File: config.mk
export PLATFORM = sky130hd
export DESIGN_NAME = mebp_bus_pins
export DESIGN_NICKNAME = d
export VERILOG_FILES = /design/src/design/mebp_pkg.sv /design/src/design/mebp_bus_pins.sv
export SDC_FILE = /design/constraint.sdc
export NUM_CORES = 1
export LEC_CHECK = 0
export BUFFER_PORTS_ARGS = -buffer_cell sky130_fd_sc_hd__buf_2
export CAP_MARGIN = 5
export CORE_MARGIN = 2
export CORE_UTILIZATION = 35
export CTS_BUF_LIST = sky130_fd_sc_hd__clkbuf_4 sky130_fd_sc_hd__clkbuf_8 sky130_fd_sc_hd__clkbuf_16
export DETAILED_ROUTE_END_ITERATION = 10
export HOLD_SLACK_MARGIN = 0.03
export PLACE_DENSITY = 0.68
export SKIP_CTS_REPAIR_TIMING = 1
export SLEW_MARGIN = 40
export SYNTH_ARGS = -nofsm -noshare
export SYNTH_HDL_FRONTEND = slang
export SYNTH_SLANG_ARGS = --single-unit
File: constraint.sdc
create_clock -name clk -period 3.2 [get_ports clk]
set_clock_uncertainty 0.05 [all_clocks]
set_input_delay 0.16 -clock clk [delete_from_list [all_inputs] [get_ports clk]]
set_output_delay 0.16 -clock clk [all_outputs]
set_load 0.05 [all_outputs]
File: src/design/mebp_pkg.sv
package mebp_pkg;
	// machine cycle: 6 states of 2 oscillator periods
	localparam int unsigned MC_CLKS   = 12;
	localparam logic [3:0]  PH_LAST   = 4'hb;
	localparam logic [3:0]  ALE_SLOT0 = 4'h0;
	localparam logic [3:0]  ALE_SLOT1 = 4'h6;
	localparam logic [3:0]  ALE_END0  = 4'h1;
	localparam logic [3:0]  ALE_END1  = 4'h7;
	localparam logic [3:0]  RDS_BEG0  = 4'h3;
	localparam logic [3:0]  RDS_END0  = 4'h5;
	localparam logic [3:0]  RDS_BEG1  = 4'h9;
	localparam logic [3:0]  RDS_END1  = 4'hb;
	localparam logic [3:0]  XS_BEG    = 4'h3;
	localparam logic [3:0]  XS_END    = 4'ha;
	localparam int unsigned RST_MACH  = 2;
	localparam int unsigned RST_CLKS  = RST_MACH * MC_CLKS;
	localparam logic [4:0]  RST_MAX   = 5'(RST_CLKS);
	localparam logic [7:0]  BYTE_ONES = 8'hff;
	localparam logic [7:0]  BYTE_ZERO = 8'h00;
	localparam logic [1:0]  LOCK_NONE = 2'h0;
	// port-three pin positions
	localparam int unsigned P3_RXD  = 0;
	localparam int unsigned P3_TXD  = 1;
	localparam int unsigned P3_EXTI0 = 2;
	localparam int unsigned P3_EXTI1 = 3;
	localparam int unsigned P3_TMR0  = 4;
	localparam int unsigned P3_TMR1  = 5;
	localparam int unsigned P3_WR   = 6;
	localparam int unsigned P3_RD   = 7;

	typedef enum logic [2:0]
	{
		MC_IDLE  = 3'b001,
		MC_FETCH = 3'b010,
		MC_DATA  = 3'b100
	} mebp_mc_t;

	typedef struct packed
	{
		logic [7:0] p0;
		logic [7:0] p1;
		logic [7:0] p2;
		logic [7:0] p3;
		logic       ale;
		logic       reset_pin;
		logic       external_fetch_select_n;
	} mebp_pin_in_t;

	typedef struct packed
	{
		logic [7:0] p0_o;
		logic [7:0] p0_oe;
		logic [7:0] p1_o;
		logic [7:0] p1_oe;
		logic [7:0] p2_o;
		logic [7:0] p2_oe;
		logic [7:0] p3_o;
		logic [7:0] p3_oe;
		logic       ale_o;
		logic       ale_oe;
		logic       program_store_read_strobe_n;
	} mebp_pin_out_t;

	typedef struct packed
	{
		logic        write;
		logic        wide;
		logic [15:0] addr;
		logic [7:0]  wdata;
	} mebp_xreq_t;
endpackage

File: src/design/mebp_bus_pins.sv
`timescale 1ns/1ns
module mebp_bus_pins
	import mebp_pkg::*;
(
	// clock and reset
	input  wire logic          clk,
	input  wire logic          srst,
	// pins
	input  wire mebp_pin_in_t  pins_in,
	output mebp_pin_out_t      pins,
	// straps and mode
	input  wire logic [1:0]    lock_bits,
	input  wire logic          program_pulse_input_mode,
	input  wire logic          program_pulse_input_verify,
	input  wire logic [7:0]    verify_byte,
	// port latch writes and pin reads
	input  wire logic          port_wr,
	input  wire logic [1:0]    port_sel,
	input  wire logic [7:0]    port_wdata,
	output logic [31:0]        port_pins,
	// program fetch
	input  wire logic [15:0]   fetch_addr,
	output logic [7:0]         code_byte,
	output logic               code_valid,
	output logic               fetch_external,
	// external data access
	input  wire logic          xd_valid,
	input  wire mebp_xreq_t    xd_req,
	output logic               xd_ready,
	output logic [7:0]         xd_rdata,
	output logic               xd_done,
	// serial, interrupts, timers
	input  wire logic          serial_tx,
	output logic [4:0]         alt_in,
	// programming side
	output logic [7:0]         program_pulse_input_byte,
	output logic [15:0]        program_pulse_input_addr,
	output logic               program_pulse_input,
	output logic               in_reset
);

	logic [3:0]    phase;
	mebp_mc_t      mc;
	mebp_mc_t      next_mc;
	mebp_xreq_t    xq;
	logic [4:0]    rst_cnt;
	logic          strap_latch_n;
	logic [7:0]    p0_latch;
	logic [7:0]    p1_latch;
	logic [7:0]    port_two_latch;
	logic [7:0]    p3_latch;
	logic          xd_take;
	mebp_pin_out_t next_pins;

	function automatic logic in_win(input logic [3:0] p, input logic [3:0] b,
		input logic [3:0] e);
		in_win = (p >= b) && (p <= e);
	endfunction

	// quasi-bidirectional: only a zero is driven, a one rides the pull-up
	function automatic logic [7:0] weak_oe(input logic [7:0] v);
		weak_oe = ~v;
	endfunction

	// reset pin must stay high for a full count before the core resets
	always_ff @(posedge clk)
	begin
		if (srst || !pins_in.reset_pin)
			rst_cnt <= 5'h00;
		else if (rst_cnt != RST_MAX)
			rst_cnt <= rst_cnt + 5'h01;
	end

	always_ff @(posedge clk)
	begin
		if (srst)
			in_reset <= 1'b1;
		else if (rst_cnt == RST_MAX)
			in_reset <= 1'b1;
		else if (!pins_in.reset_pin)
			in_reset <= 1'b0;
	end

	// strap sampled while reset is held
	always_ff @(posedge clk)
	begin
		if (in_reset)
			strap_latch_n <= pins_in.external_fetch_select_n;
	end

	always_comb
	begin
		if (lock_bits != LOCK_NONE)
			fetch_external = !strap_latch_n;
		else
			fetch_external = !pins_in.external_fetch_select_n;
	end

	always_ff @(posedge clk)
	begin
		if (srst || in_reset || phase == PH_LAST)
			phase <= 4'h0;
		else
			phase <= phase + 4'h1;
	end

	assign xd_ready = (phase == PH_LAST) && !in_reset && !program_pulse_input_mode;
	assign xd_take  = xd_valid && xd_ready;

	always_comb
	begin
		next_mc = mc;
		if (in_reset || program_pulse_input_mode)
			next_mc = MC_IDLE;
		else if (phase == PH_LAST)
		begin
			if (xd_take)
				next_mc = MC_DATA;
			else if (fetch_external)
				next_mc = MC_FETCH;
			else
				next_mc = MC_IDLE;
		end
	end

	always_ff @(posedge clk)
	begin
		if (srst)
			mc <= MC_IDLE;
		else
			mc <= next_mc;
	end

	always_ff @(posedge clk)
	begin
		if (srst)
			xq <= '0;
		else if (xd_take)
			xq <= xd_req;
	end

	// port latches return to all ones on reset
	always_ff @(posedge clk)
	begin
		if (srst || in_reset)
		begin
			p0_latch       <= BYTE_ONES;
			p1_latch       <= BYTE_ONES;
			port_two_latch <= BYTE_ONES;
			p3_latch       <= BYTE_ONES;
		end
		else if (port_wr)
		begin
			case (port_sel)
				2'h0: p0_latch <= port_wdata;
				2'h1: p1_latch <= port_wdata;
				2'h2: port_two_latch <= port_wdata;
				default: p3_latch <= port_wdata;
			endcase
		end
	end

	always_comb
	begin
		logic       ale_slot;
		logic       strobe;
		logic [7:0] p3v;
		ale_slot = in_win(phase, ALE_SLOT0, ALE_END0) || in_win(phase, ALE_SLOT1, ALE_END1);
		strobe   = (mc == MC_DATA) && in_win(phase, XS_BEG, XS_END);
		p3v      = p3_latch;
		p3v[P3_TXD] = p3_latch[P3_TXD] & serial_tx;
		p3v[P3_WR]  = p3_latch[P3_WR] & !(strobe && xq.write);
		p3v[P3_RD]  = p3_latch[P3_RD] & !(strobe && !xq.write);
		next_pins.p0_o   = p0_latch;
		next_pins.p0_oe  = ~p0_latch;
		next_pins.p1_o   = p1_latch;
		next_pins.p1_oe  = weak_oe(p1_latch);
		next_pins.p2_o   = port_two_latch;
		next_pins.p2_oe  = weak_oe(port_two_latch);
		next_pins.p3_o   = p3v;
		next_pins.p3_oe  = weak_oe(p3v);
		next_pins.ale_o  = ale_slot && !in_reset;
		next_pins.ale_oe = 1'b1;
		next_pins.program_store_read_strobe_n = 1'b1;
		case (mc)
			MC_FETCH:
			begin
				next_pins.p2_o  = fetch_addr[15:8];
				next_pins.p2_oe = BYTE_ONES;
				next_pins.p0_oe = BYTE_ONES;
				next_pins.p0_o  = ale_slot ? fetch_addr[7:0] : BYTE_ONES;
				if (!ale_slot)
					next_pins.p0_oe = BYTE_ZERO;
				next_pins.program_store_read_strobe_n =
					!(in_win(phase, RDS_BEG0, RDS_END0) ||
					  in_win(phase, RDS_BEG1, RDS_END1));
			end
			MC_DATA:
			begin
				next_pins.ale_o = in_win(phase, ALE_SLOT0, ALE_END0);
				next_pins.p2_o  = xq.wide ? xq.addr[15:8] : port_two_latch;
				next_pins.p2_oe = xq.wide ? BYTE_ONES : weak_oe(port_two_latch);
				next_pins.p0_oe = BYTE_ONES;
				next_pins.p0_o  = xq.addr[7:0];
				if (phase > ALE_END0)
				begin
					next_pins.p0_o  = xq.wdata;
					next_pins.p0_oe = xq.write ? BYTE_ONES : BYTE_ZERO;
				end
			end
			default:
			begin
			end
		endcase
		if (program_pulse_input_mode)
		begin
			next_pins.ale_oe = 1'b0;
			next_pins.ale_o  = 1'b0;
			next_pins.p1_oe  = BYTE_ZERO;
			next_pins.p2_oe  = BYTE_ZERO;
			next_pins.p0_o   = verify_byte;
			next_pins.p0_oe  = program_pulse_input_verify ? ~verify_byte : BYTE_ZERO;
		end
	end

	always_ff @(posedge clk)
	begin
		if (srst)
		begin
			pins <= '0;
			pins.p0_o <= BYTE_ONES;
			pins.p1_o <= BYTE_ONES;
			pins.p2_o <= BYTE_ONES;
			pins.p3_o <= BYTE_ONES;
			pins.program_store_read_strobe_n <= 1'b1;
			pins.ale_oe <= 1'b1;
		end
		else
			pins <= next_pins;
	end

	// code byte taken at the last period of each read strobe
	always_ff @(posedge clk)
	begin
		if (srst)
		begin
			code_byte  <= BYTE_ZERO;
			code_valid <= 1'b0;
		end
		else
		begin
			code_valid <= (mc == MC_FETCH) && (phase == RDS_END0 || phase == RDS_END1);
			if ((mc == MC_FETCH) && (phase == RDS_END0 || phase == RDS_END1))
				code_byte <= pins_in.p0;
		end
	end

	always_ff @(posedge clk)
	begin
		if (srst)
		begin
			xd_rdata <= BYTE_ZERO;
			xd_done  <= 1'b0;
		end
		else
		begin
			xd_done <= (mc == MC_DATA) && (phase == XS_END);
			if ((mc == MC_DATA) && (phase == XS_END) && !xq.write)
				xd_rdata <= pins_in.p0;
		end
	end

	always_ff @(posedge clk)
	begin
		if (srst)
		begin
			port_pins <= '0;
			alt_in    <= '0;
			program_pulse_input_byte <= BYTE_ZERO;
			program_pulse_input_addr <= '0;
			program_pulse_input <= 1'b0;
		end
		else
		begin
			port_pins <= {pins_in.p3, pins_in.p2, pins_in.p1, pins_in.p0};
			alt_in    <= {pins_in.p3[P3_TMR1], pins_in.p3[P3_TMR0], pins_in.p3[P3_EXTI1],
				pins_in.p3[P3_EXTI0], pins_in.p3[P3_RXD]};
			program_pulse_input_byte <= pins_in.p0;
			program_pulse_input_addr <= {pins_in.p2, pins_in.p1};
			program_pulse_input <= program_pulse_input_mode && pins_in.ale;
		end
	end
endmodule

Word-level counts from Yosys, hierarchy flattened. Cells that the tools add are included. W data, S select, Z words.

Flip-flop bits (word level): 219. Logic and storage cells: 122. Output and inout port bits: 150. Bits of input ports: 104.

Bitwise gates (word level): 10. Equality and inequality tests: 9. Add/sub/neg operators: 2. Multiplexer cells: 15. Magnitude comparators: 10. Reduce and logical (&&, ||, !) cells: 43.

Operators with widths (count): $pmux W16 S2 (2); $mux W8 (6); $not A8 Y8 (5); $mux W16 (2); $logic_and A1 B1 Y1 (16); $logic_not A1 Y1 (9); $eq A4 B4 Y1 const B (2); $le A4 B3 Y1 const B (2); $le A4 B4 Y1 const B (2); $reduce_and A2 Y1 (4); $reduce_or A2 Y1 (4); $logic_or A1 B1 Y1 (7); $add A5 B1 Y5 const B (1); $eq A5 B5 Y1 const B (1); $ne A5 B5 Y1 const B (1); $add A4 B1 Y4 const B (1); $eq A4 B3 Y1 const B (1); $ge A4 B1 Y1 const B (1); $ge A4 B2 Y1 const B (1); $ge A4 B3 Y1 const B (1); $ge A4 B4 Y1 const B (1); $gt A4 B1 Y1 const B (1); $le A4 B1 Y1 const B (1); $and A1 B1 Y1 (3); other kinds (11) (14).

Logic depth before layout (Yosys ltp). Gate-level depths: netlist (run 1).

Depth after elaboration: 7. Gate-level depth with buffers: 7. Mapped depth without buffers: 6.

Worst setup path after synthesis (run 1). No wires, ideal clock.

Kind: reg2out. Start point: register phase[1]. End point: output port xd_ready. Arrival time: 1.904 ns. Buffers on the path: 0. Cell stages (with the launch flop): 4. Setup slack: 1.086 ns. Data required time: 2.990 ns. Cells stage by stage: dfxtp_1 ha_1 nand3b_4 nor3_1.

Word-level cells in the longest chain between the ends: 3.

RTL lines: start, declared (line mebp_bus_pins.sv:42) `logic [3:0] phase;`; start signal, assigned (line mebp_bus_pins.sv:104) `phase <= phase + 4'h1;`; $eq A4 B4 Y1 (line mebp_bus_pins.sv:107) `assign xd_ready = (phase == PH_LAST) && !in_reset && !program_pulse_input_mode;`; $logic_and A1 B1 Y1 (2 in series) (line mebp_bus_pins.sv:107); end, declared (line mebp_bus_pins.sv:29) `output logic xd_ready,`.

No other way between the ends.

Final worst setup path (run 1).
Start point: register phase[1]. End point: register pins[63] in the netlist's numbering.

Word-level cells in the longest chain between the ends: 6. Elaborated cells between the ends (all ways): 12. Classes of those cells: order compare: 5; mux: 4; reduce/logical: 3.

RTL lines: $ge A4 B1 Y1, or another cell as far along (line mebp_bus_pins.sv:57) `in_win = (p >= b) && (p <= e);`; $logic_and A1 B1 Y1 (line mebp_bus_pins.sv:57); $logic_or A1 B1 Y1 (line mebp_bus_pins.sv:168) `ale_slot = in_win(phase, ALE_SLOT0, ALE_END0) || in_win(phase, ALE_SLOT1, ALE_END1);`; $mux W8 (line mebp_bus_pins.sv:191) `next_pins.p0_o = ale_slot ? fetch_addr[7:0] : BYTE_ONES;`; $pmux W16 S2 (*) (line mebp_bus_pins.sv:185) `case (mc)`; $mux W16 (*) (line mebp_bus_pins.sv:215) `if (program_pulse_input_mode)`; end signal, assigned (line mebp_bus_pins.sv:239) `pins <= next_pins;`; end, declared (line mebp_bus_pins.sv:10) `output mebp_pin_out_t pins,`.

Mark *: on every way between the ends. The rest lies on a longest branch, timed or not. A chain may end at the register's enable or synchronous reset.

==> implementation parameters, run 1 <==
Parameter                              Value

Timing
  Endpoints failing hold    0
  Worst-case hold slack    slightly below 30 ps
  Slew at the pin closest to its max-slew limit    roughly 700 ps
  PnR worst setup slack    around 740 ps
  Summed negative setup slack over all endpoints    0 ps
  Final worst path period share    approximately three quarters
  Number of setup violations in the final report    0
  Max Clk Rate    0.407 GHz
  Slew headroom    a little over half
  Final Slew Violations    0
  Final period demand of the worst path    2460 ps
  RSZ-0062 raised after global routing    no

Layout
  Fin util    between 50% and 60%
  # nets final    between 1000 and 1500
  Fraction of final layout cells with drive strength greater than 1    between 30% and 40%
  Synthesis-to-layout area growth    41.3%

Floorplanning
  Core area    roughly 0.019 mm2
  Number of core rows    50
  Vert. Die Dim    about 140 um
  Total I/O pin count    around 250
  Die area    between 0.02 and 0.025 mm2
  Starting density of the core    a little over a third
  Die Span X    between 100 and 150 um

Flow run
  Max-cap violations    0

Synth
  Commonest register cell after synthesis    sky130_fd_sc_hd__dfxtp_1
  Per-instance average area after synthesis    between 9 and 10 um2
  Most numerous cell types in the synthesized netlist    sky130_fd_sc_hd__dfxtp_1 (189), sky130_fd_sc_hd__nand2_1 (143), sky130_fd_sc_hd__nor2_1 (50)
  Most repeated cell in the gate-level netlist after synthesis    sky130_fd_sc_hd__dfxtp_1
  Part of the Yosys area used for sequential elements    56.7%
  Cell accounting for the most synthesized area    sky130_fd_sc_hd__dfxtp_1
  Post-synthesis cell count    a little over 700
  Summed instance area of the synthesized netlist    0.00672 mm2
  Number of synthesized register bits    190
  Async set-or-reset flop fraction in the synthesized netlist    0%
  Top cells by area, synth    sky130_fd_sc_hd__dfxtp_1 (56%), sky130_fd_sc_hd__nand2_1 (8.0%), sky130_fd_sc_hd__mux2i_1 (4.0%), sky130_fd_sc_hd__buf_4 (3.2%), sky130_fd_sc_hd__nor2b_1 (3.2%)
  Number of distinct library cells after synthesis    48
  Synth top area share    about 56%
  Number of enable flip-flop cells after synthesis    1
  Ys Warns    0
  Synthesized net count    ~820

Clock tree
  Clock tree root driver cell    sky130_fd_sc_hd__clkbuf_16
  TritonCTS clock tree    built
  Number of buffers created by CTS    17
  CTS Buffer Depth    2
  CTS H-tree depth    4
  Worst-path clk slew    70 ps
  Number of sinks driven by the clock tree    190
  Clock latency at the later pin of the worst-skew pair    ~430 ps

Place
  Total half-perimeter wirelength after legalization and detailed placement    around 13 mm
  Count of input and output buffers    roughly 250
  Pre-CTS setup slack    roughly 810 ps
  Final weighted congestion of routability-driven global placement    between 0.8 and 0.9

Worst setup path
  Setup crit start kind    register
  Buffers & Inverters on Critical Path    2
  Endpoint required time on the critical path    approximately 3500 ps
  Setup slack on the worst flop-to-flop path    740 ps
  Capturing element type of the critical path    register
  Critical path fanouts, max    9
  Crit. Startpoint    phase[1]
  Worst path top cell family by delay    buffers and inverters
  Start of the worst register-to-register path    phase[1]
  Max stage delay cell, worst path    sky130_fd_sc_hd__dlygate4sd3_1
  Critical path's largest stage delay    560 ps
  Register-to-Register Path Depth    7
  CP Data Arrival Time    between 2000 and 3000 ps
  Critical path type    reg -> reg
  Crit Reg-Reg Endpoint    pins[63]
  Cells along the critical path    inv_1 -> ha_1 -> o21bai_1 -> nor2_2 -> mux2i_1 -> o211ai_1 -> dlygate4sd3_1

Run status
  Result of the run    completed

Power
  Power per cell area    534 mW/mm2
  Leakage power    approximately 4.3 nW
  Maximum VDD drop    ~0.35 mV
  Total power    slightly above 0.005 W

Detailed routing
  Total Wirelength    between 15 and 20 mm
  Number of remaining DRC errors    0
  Number of routed nets with antenna violations    0
  Overall via count from detail_route    ~6000
  Routed vias/inst    roughly 4.7
  Detailed-router iteration count before antenna repair    5
  First-iteration detailed-routing DRC count    between 300 and 400
  Routed length per placed instance    15.1 um

GRT
  Number of antenna violations at the first check in global routing    2
  Global-route wire length before repair    approximately 27 mm
  Vias in the first global route    about 5000
  Largest net degree at the start of global routing    66
  Overall overflow remaining after global route    0
  Overall routing resource usage    16.9%

Min path
  Hold_sp    fetch_addr[7]
  Endpoint of the worst hold path    pins[66]
  Worst Hold Class    in -> reg
  Hold path cells    3
per-stage QoR:
step / area (um2) / instances
after global routing: 9490 / 1265
final: 9500 / 1266
after global placement: 7970 / 1139
after CTS: 8550 / 1171
after detailed placement: 7970 / 1139
after floorplan: 6720 / 712
worst register-to-register path, delay by kind of cell, from the launching register on:
kind,cells,cell delay [ps]
buffers and inverters,2,670
DFF,1,370
adders and majority gates,1,210
muxes,1,290
and+or+nand+nor,1,530
AOI/OAI and AO/OA,2,230
placed cells by master (no fill, tap or decap), types with 8 or more instances in the layout:
| master | Yosys | routed |
|---|---|---|
| sky130_fd_sc_hd__nand3_1 | 37 | 37 |
| sky130_fd_sc_hd__a221oi_1 | 16 | 16 |
| sky130_fd_sc_hd__or2_2 | 12 | 12 |
| sky130_fd_sc_hd__o221ai_1 | 8 | 8 |
| sky130_fd_sc_hd__mux2i_1 | 27 | 27 |
| sky130_fd_sc_hd__dfxtp_1 | 189 | 189 |
| sky130_fd_sc_hd__buf_2 | 8 | 252 |
| sky130_fd_sc_hd__o21ai_0 | 16 | 16 |
| sky130_fd_sc_hd__nor2b_1 | 34 | 34 |
| sky130_fd_sc_hd__a21oi_1 | 42 | 42 |
| sky130_fd_sc_hd__nor2_1 | 50 | 48 |
| sky130_fd_sc_hd__clkbuf_16 | 0 | 17 |
| sky130_fd_sc_hd__o211ai_1 | 8 | 8 |
| sky130_fd_sc_hd__inv_1 | 13 | 13 |
| sky130_fd_sc_hd__nand2_1 | 143 | 143 |
| sky130_fd_sc_hd__dlygate4sd3_1 | 0 | 94 |
worst max path at each step:
| stage | cells after the start | slack [ps] | to |
|---|---|---|---|
| 2_1_floorplan | 3 | 1090 | xd_ready |
| 3_3_place_gp | 5 | 870 | xq[0] |
| 3_5_place_dp | 5 | 810 | xq[19] |
| 4_1_cts | 5 | 790 | xq[19] |
| 5_1_grt | 7 | 610 | pins[63] |
| 6_report | 7 | 740 | pins[63] |
cell families (layout without fill, tap and decap cells):
kind of cell	after synthesis	count (layout)	share of synthesized area, %
AOI/OAI and AO/OA	101	101	9.85
xor gates and xnor gates	6	6	0.782
adders and majority gates	6	6	1.12
buffers and inverters	78	397	6.12
DFF	190	190	56.7
muxes	27	27	4.02
other	0	1	0
and+or+nand+nor	304	304	21.4
sequential cells by signal (all words and copies together) (netlist names):
name / flops
in_reset: 1
pins: 67
strap_latch_n: 1
code_byte: 8
xd_done: 1
xd_rdata: 8
mc: 3
code_valid: 1
program_pulse_input: 1
p3_latch: 8
port_two_latch: 8
xq: 26
p1_latch: 8
port_pins: 32
rst_cnt: 5
p0_latch: 8
phase: 4
metal layers:
metal  GRT usage (%)  part of all wire [%]  vias to the layer above
li1                -                     -                     2974
met1            21.0                    42                     2759
met2            27.5                    50                      197
met3            4.78                   5.6                       44
met4            7.50                   2.5                        2
met5               0                 0.037                        -
where the power goes:
part           internal (W)  total, W  leakage [nW]  switching [W]
Sequential          0.00241   0.00244          1.55      0.0000249
Clock               0.00107   0.00205         0.276       0.000976
Combinational      0.000207  0.000587          2.43       0.000379
cell type report:
class / count / area, um2
clock buffer: 19 / 453
fill: 1736 / 9270
inverter: 13 / 48.8
sequential: 190 / 3810
tap: 234 / 293
multi-input combinational: 444 / 2510
timing repair buffer: 352 / 2250
antenna: 1 / 2.50
clock inverter: 13 / 123
Note: power is estimated with default switching activity, not from simulation.
==> run 2, diff against run 1 <==
--- a/config.mk
+++ b/config.mk
@@ -5,6 +5,7 @@
 export SDC_FILE = /design/constraint.sdc
 export NUM_CORES = 1
 export LEC_CHECK = 0
+export ABC_AREA = 1
 export BUFFER_PORTS_ARGS = -buffer_cell sky130_fd_sc_hd__buf_2
 export CAP_MARGIN = 5
 export CORE_MARGIN = 2
@@ -12,7 +13,7 @@
 export CTS_BUF_LIST = sky130_fd_sc_hd__clkbuf_4 sky130_fd_sc_hd__clkbuf_8 sky130_fd_sc_hd__clkbuf_16
 export DETAILED_ROUTE_END_ITERATION = 10
 export HOLD_SLACK_MARGIN = 0.03
-export PLACE_DENSITY = 0.68
+export PLACE_DENSITY = 0.7
 export SKIP_CTS_REPAIR_TIMING = 1
 export SLEW_MARGIN = 40
 export SYNTH_ARGS = -nofsm -noshare
==> constraint.sdc (replaced) <==
create_clock -name clk -period 2.15 [get_ports clk]
set_clock_uncertainty 0.05 [all_clocks]
set_input_delay 0.1075 -clock clk [delete_from_list [all_inputs] [get_ports clk]]
set_output_delay 0.1075 -clock clk [all_outputs]
set_load 0.05 [all_outputs]
==> implementation parameters, run 2 <==
Parameter                              Value

Worst setup path
  Critical path fanouts, max    5 (-4)
  Critical path type    in -> reg
  CP Data Arrival Time    2430 ps (-300 ps)
  Register-to-Register Path Depth    10 (+3)
  Setup crit start kind    input pin
  Endpoint required time on the critical path    2470 ps (-1000 ps)
  Capturing element type of the critical path    register

Min path
  Worst Hold Class    in -> reg
  Hold path cells    5 (+2)

Floorplanning
  Starting density of the core    35.9% (+0.074 points)
  Die Span X    149 um (+4.2%)
  Total I/O pin count    254 (unchanged)
  Vert. Die Dim    149 um (+4.2%)
  Die area    0.0221 mm2 (+8.5%)
  Number of core rows    52 (+4.0%)
  Core area    0.0204 mm2 (+8.5%)

GRT
  Vias in the first global route    5962 (+18%)
  Overall overflow remaining after global route    0 (unchanged)
  Largest net degree at the start of global routing    57 (-14%)
  Number of antenna violations at the first check in global routing    0 (-2)
  Global-route wire length before repair    31.0 mm (+16%)
  Overall routing resource usage    18.2% (+1.3 points)

Synth
  Top cells by area, synth    sky130_fd_sc_hd__dfxtp_1 (52%), sky130_fd_sc_hd__nand2_1 (11%), sky130_fd_sc_hd__inv_1 (7.0%), sky130_fd_sc_hd__nor2_1 (6.0%), sky130_fd_sc_hd__nand3_1 (5.9%)
  Part of the Yosys area used for sequential elements    52.2% (-4.6 points)
  Ys Warns    0 (unchanged)
  Synthesized net count    1066 (+30%)
  Most numerous cell types in the synthesized netlist    sky130_fd_sc_hd__nand2_1 (212), sky130_fd_sc_hd__dfxtp_1 (189), sky130_fd_sc_hd__inv_1 (136)
  Commonest register cell after synthesis    sky130_fd_sc_hd__dfxtp_1
  Summed instance area of the synthesized netlist    0.00731 mm2 (+8.7%)
  Number of distinct library cells after synthesis    29 (-40%)
  Number of enable flip-flop cells after synthesis    1 (unchanged)
  Post-synthesis cell count    956 (+34%)
  Async set-or-reset flop fraction in the synthesized netlist    0% (unchanged)
  Cell accounting for the most synthesized area    sky130_fd_sc_hd__dfxtp_1
  Synth top area share    51.8% (-4.5 points)
  Number of synthesized register bits    190 (unchanged)
  Most repeated cell in the gate-level netlist after synthesis    sky130_fd_sc_hd__nand2_1
  Per-instance average area after synthesis    7.64 um2 (-19%)

Clock tree
  Clock tree root driver cell    sky130_fd_sc_hd__clkbuf_16
  CTS Buffer Depth    2 (unchanged)
  Number of buffers created by CTS    17 (unchanged)
  Worst-path clk slew    70 ps (about the same)
  Number of sinks driven by the clock tree    190 (unchanged)
  TritonCTS clock tree    built
  Clock latency at the later pin of the worst-skew pair    430 ps (about the same)
  CTS H-tree depth    4 (unchanged)

Layout
  Final instance area    0.0103 mm2 (+8.1%)
  Synthesis-to-layout area growth    40.5%
  # nets final    1387 (+23%)
  Largest registers    pins (67), port_pins (32), xq (26)
  Commonest non-fill, non-tap cell in the layout    sky130_fd_sc_hd__buf_2
  Number of flip-flops in the largest register    67 (unchanged)
  Multi-input gate area in the final layout    0.00256 mm2 (+1.6%)
  Fraction of final layout cells with drive strength greater than 1    25.8% (-4.7 points)
  Fin util    50.4% (-0.17 points)
  Antenna cells    0 (-1)
  Top reg by flops    pins
  Most frequent cells in the layout    sky130_fd_sc_hd__buf_2 (252), sky130_fd_sc_hd__nand2_1 (212), sky130_fd_sc_hd__dfxtp_1 (187)
  Filler cell count in the final layout    1927 (+11%)
  Reg area    0.00382 mm2 (+0.13%)

Detailed routing
  Number of remaining DRC errors    0 (unchanged)
  Routed vias/inst    4.48 (-5.2%)
  Number of routed nets with antenna violations    0 (unchanged)
  Total Wirelength    22.3 mm (+16%)
  Routed length per placed instance    14.3 um (-5.6%)
  Detailed-router iteration count before antenna repair    7 (+2)
  Overall via count from detail_route    6981 (+17%)
  First-iteration detailed-routing DRC count    397 (+31%)

Place
  Final weighted congestion of routability-driven global placement    0.859 (-0.64%)
  Total half-perimeter wirelength after legalization and detailed placement    15.7 mm (+21%)
  Placed cell areas    0.00867 mm2 (+8.8%)
  Pre-CTS setup slack    317 ps (-491 ps)
  Count of input and output buffers    253 (unchanged)

Timing
  Final worst path period share    97.9%
  Worst-case hold slack    -46.6 ps (-76.1 ps)
  Max Clk Rate    between 0.4 and 0.5 GHz
  Number of setup violations in the final report    0 (unchanged)
  Slew at the pin closest to its max-slew limit    619 ps (-84.5 ps)
  Final period demand of the worst path    2110 ps
  Final Slew Violations    0 (unchanged)
  PnR worst setup slack    44.2 ps (-697 ps)
  Endpoints failing hold    1 (+1)
  Slew headroom    58.8% (+6.2 points)

Power
  Maximum VDD drop    0.500 mV (+43%)
  Power per cell area    757 mW/mm2 (+42%)
  Leakage power    5.23 nW (+23%)

Flow run
  Max-cap violations    0 (unchanged)

Run status
  Violated checks    hold timing
  Result of the run    finished, violations left
## run 2: routing by layer
metal,share of wire (%),wire (um),track usage (%)
met1,42,9430,22.6
met2,51,11200,32.0
met3,6.4,1410,4.85
met4,0.75,167,3.67
met5,0,0,0
## run 2: logic make-up after synthesis
| group | after synthesis | share of synthesized area (%) |
|---|---|---|
| XOR/XNOR | 1 | 0.120 |
| AND/OR/NAND/NOR | 457 | 27.0 |
| buffers and inverters | 209 | 12.9 |
| flip-flops | 190 | 52.2 |
| adder cells (fa/ha/maj) | 6 | 1.03 |
| AO/OA/AOI/OAI | 93 | 6.76 |
## run 2: area by class of cell
| class | count | share of cell area, % |
|---|---|---|
| clock buffer | 17 | 4.14 |
| clock inverter | 15 | 1.90 |
| inverter | 142 | 5.19 |
| multi-input combinational | 557 | 24.9 |
| sequential | 190 | 37.2 |
| tap | 270 | 3.29 |
| timing repair buffer | 369 | 23.4 |
## run 2: worst max-delay path, cell delays in order
cell and delay, ps:
sky130_fd_sc_hd__dlygate4sd3_1 530, sky130_fd_sc_hd__buf_2 150, sky130_fd_sc_hd__nor2_1 450, sky130_fd_sc_hd__inv_1 190
sky130_fd_sc_hd__nor2_1 290, sky130_fd_sc_hd__nand2_1 70, sky130_fd_sc_hd__dlygate4sd3_1 560, sky130_fd_sc_hd__nand2_1 70
## run 2: power breakdown
| group | switching [W] | internal [W] |
|---|---|---|
| clock network | 0.00154 | 0.00168 |
| registers | 0.0000357 | 0.00359 |
| logic | 0.000613 | 0.000312 |
## run 2: through the flow
stage / cells / total power (W) / TNS, ps
floorplan: 956 / 0.00426 / 0
global placement: 1433 / 0.00450 / 0
detailed placement: 1433 / 0.00450 / 0
CTS: 1465 / 0.00772 / -89.7
global route: 1560 / 0.00807 / -48.1
finish: 1560 / 0.00778 / 0
## run 2: path summary, 6_finish.rpt
| check | start | to | slack (ps) |
|---|---|---|---|
| worst min register to register | p1_latch[3] | pins[38] | 390 |
| worst min-delay path | xd_req[12] | xq[12] | -50 |
| worst max register to register | phase[1] | pins[57] | 350 |
| worst max-delay path | srst | pins[57] | 40 |
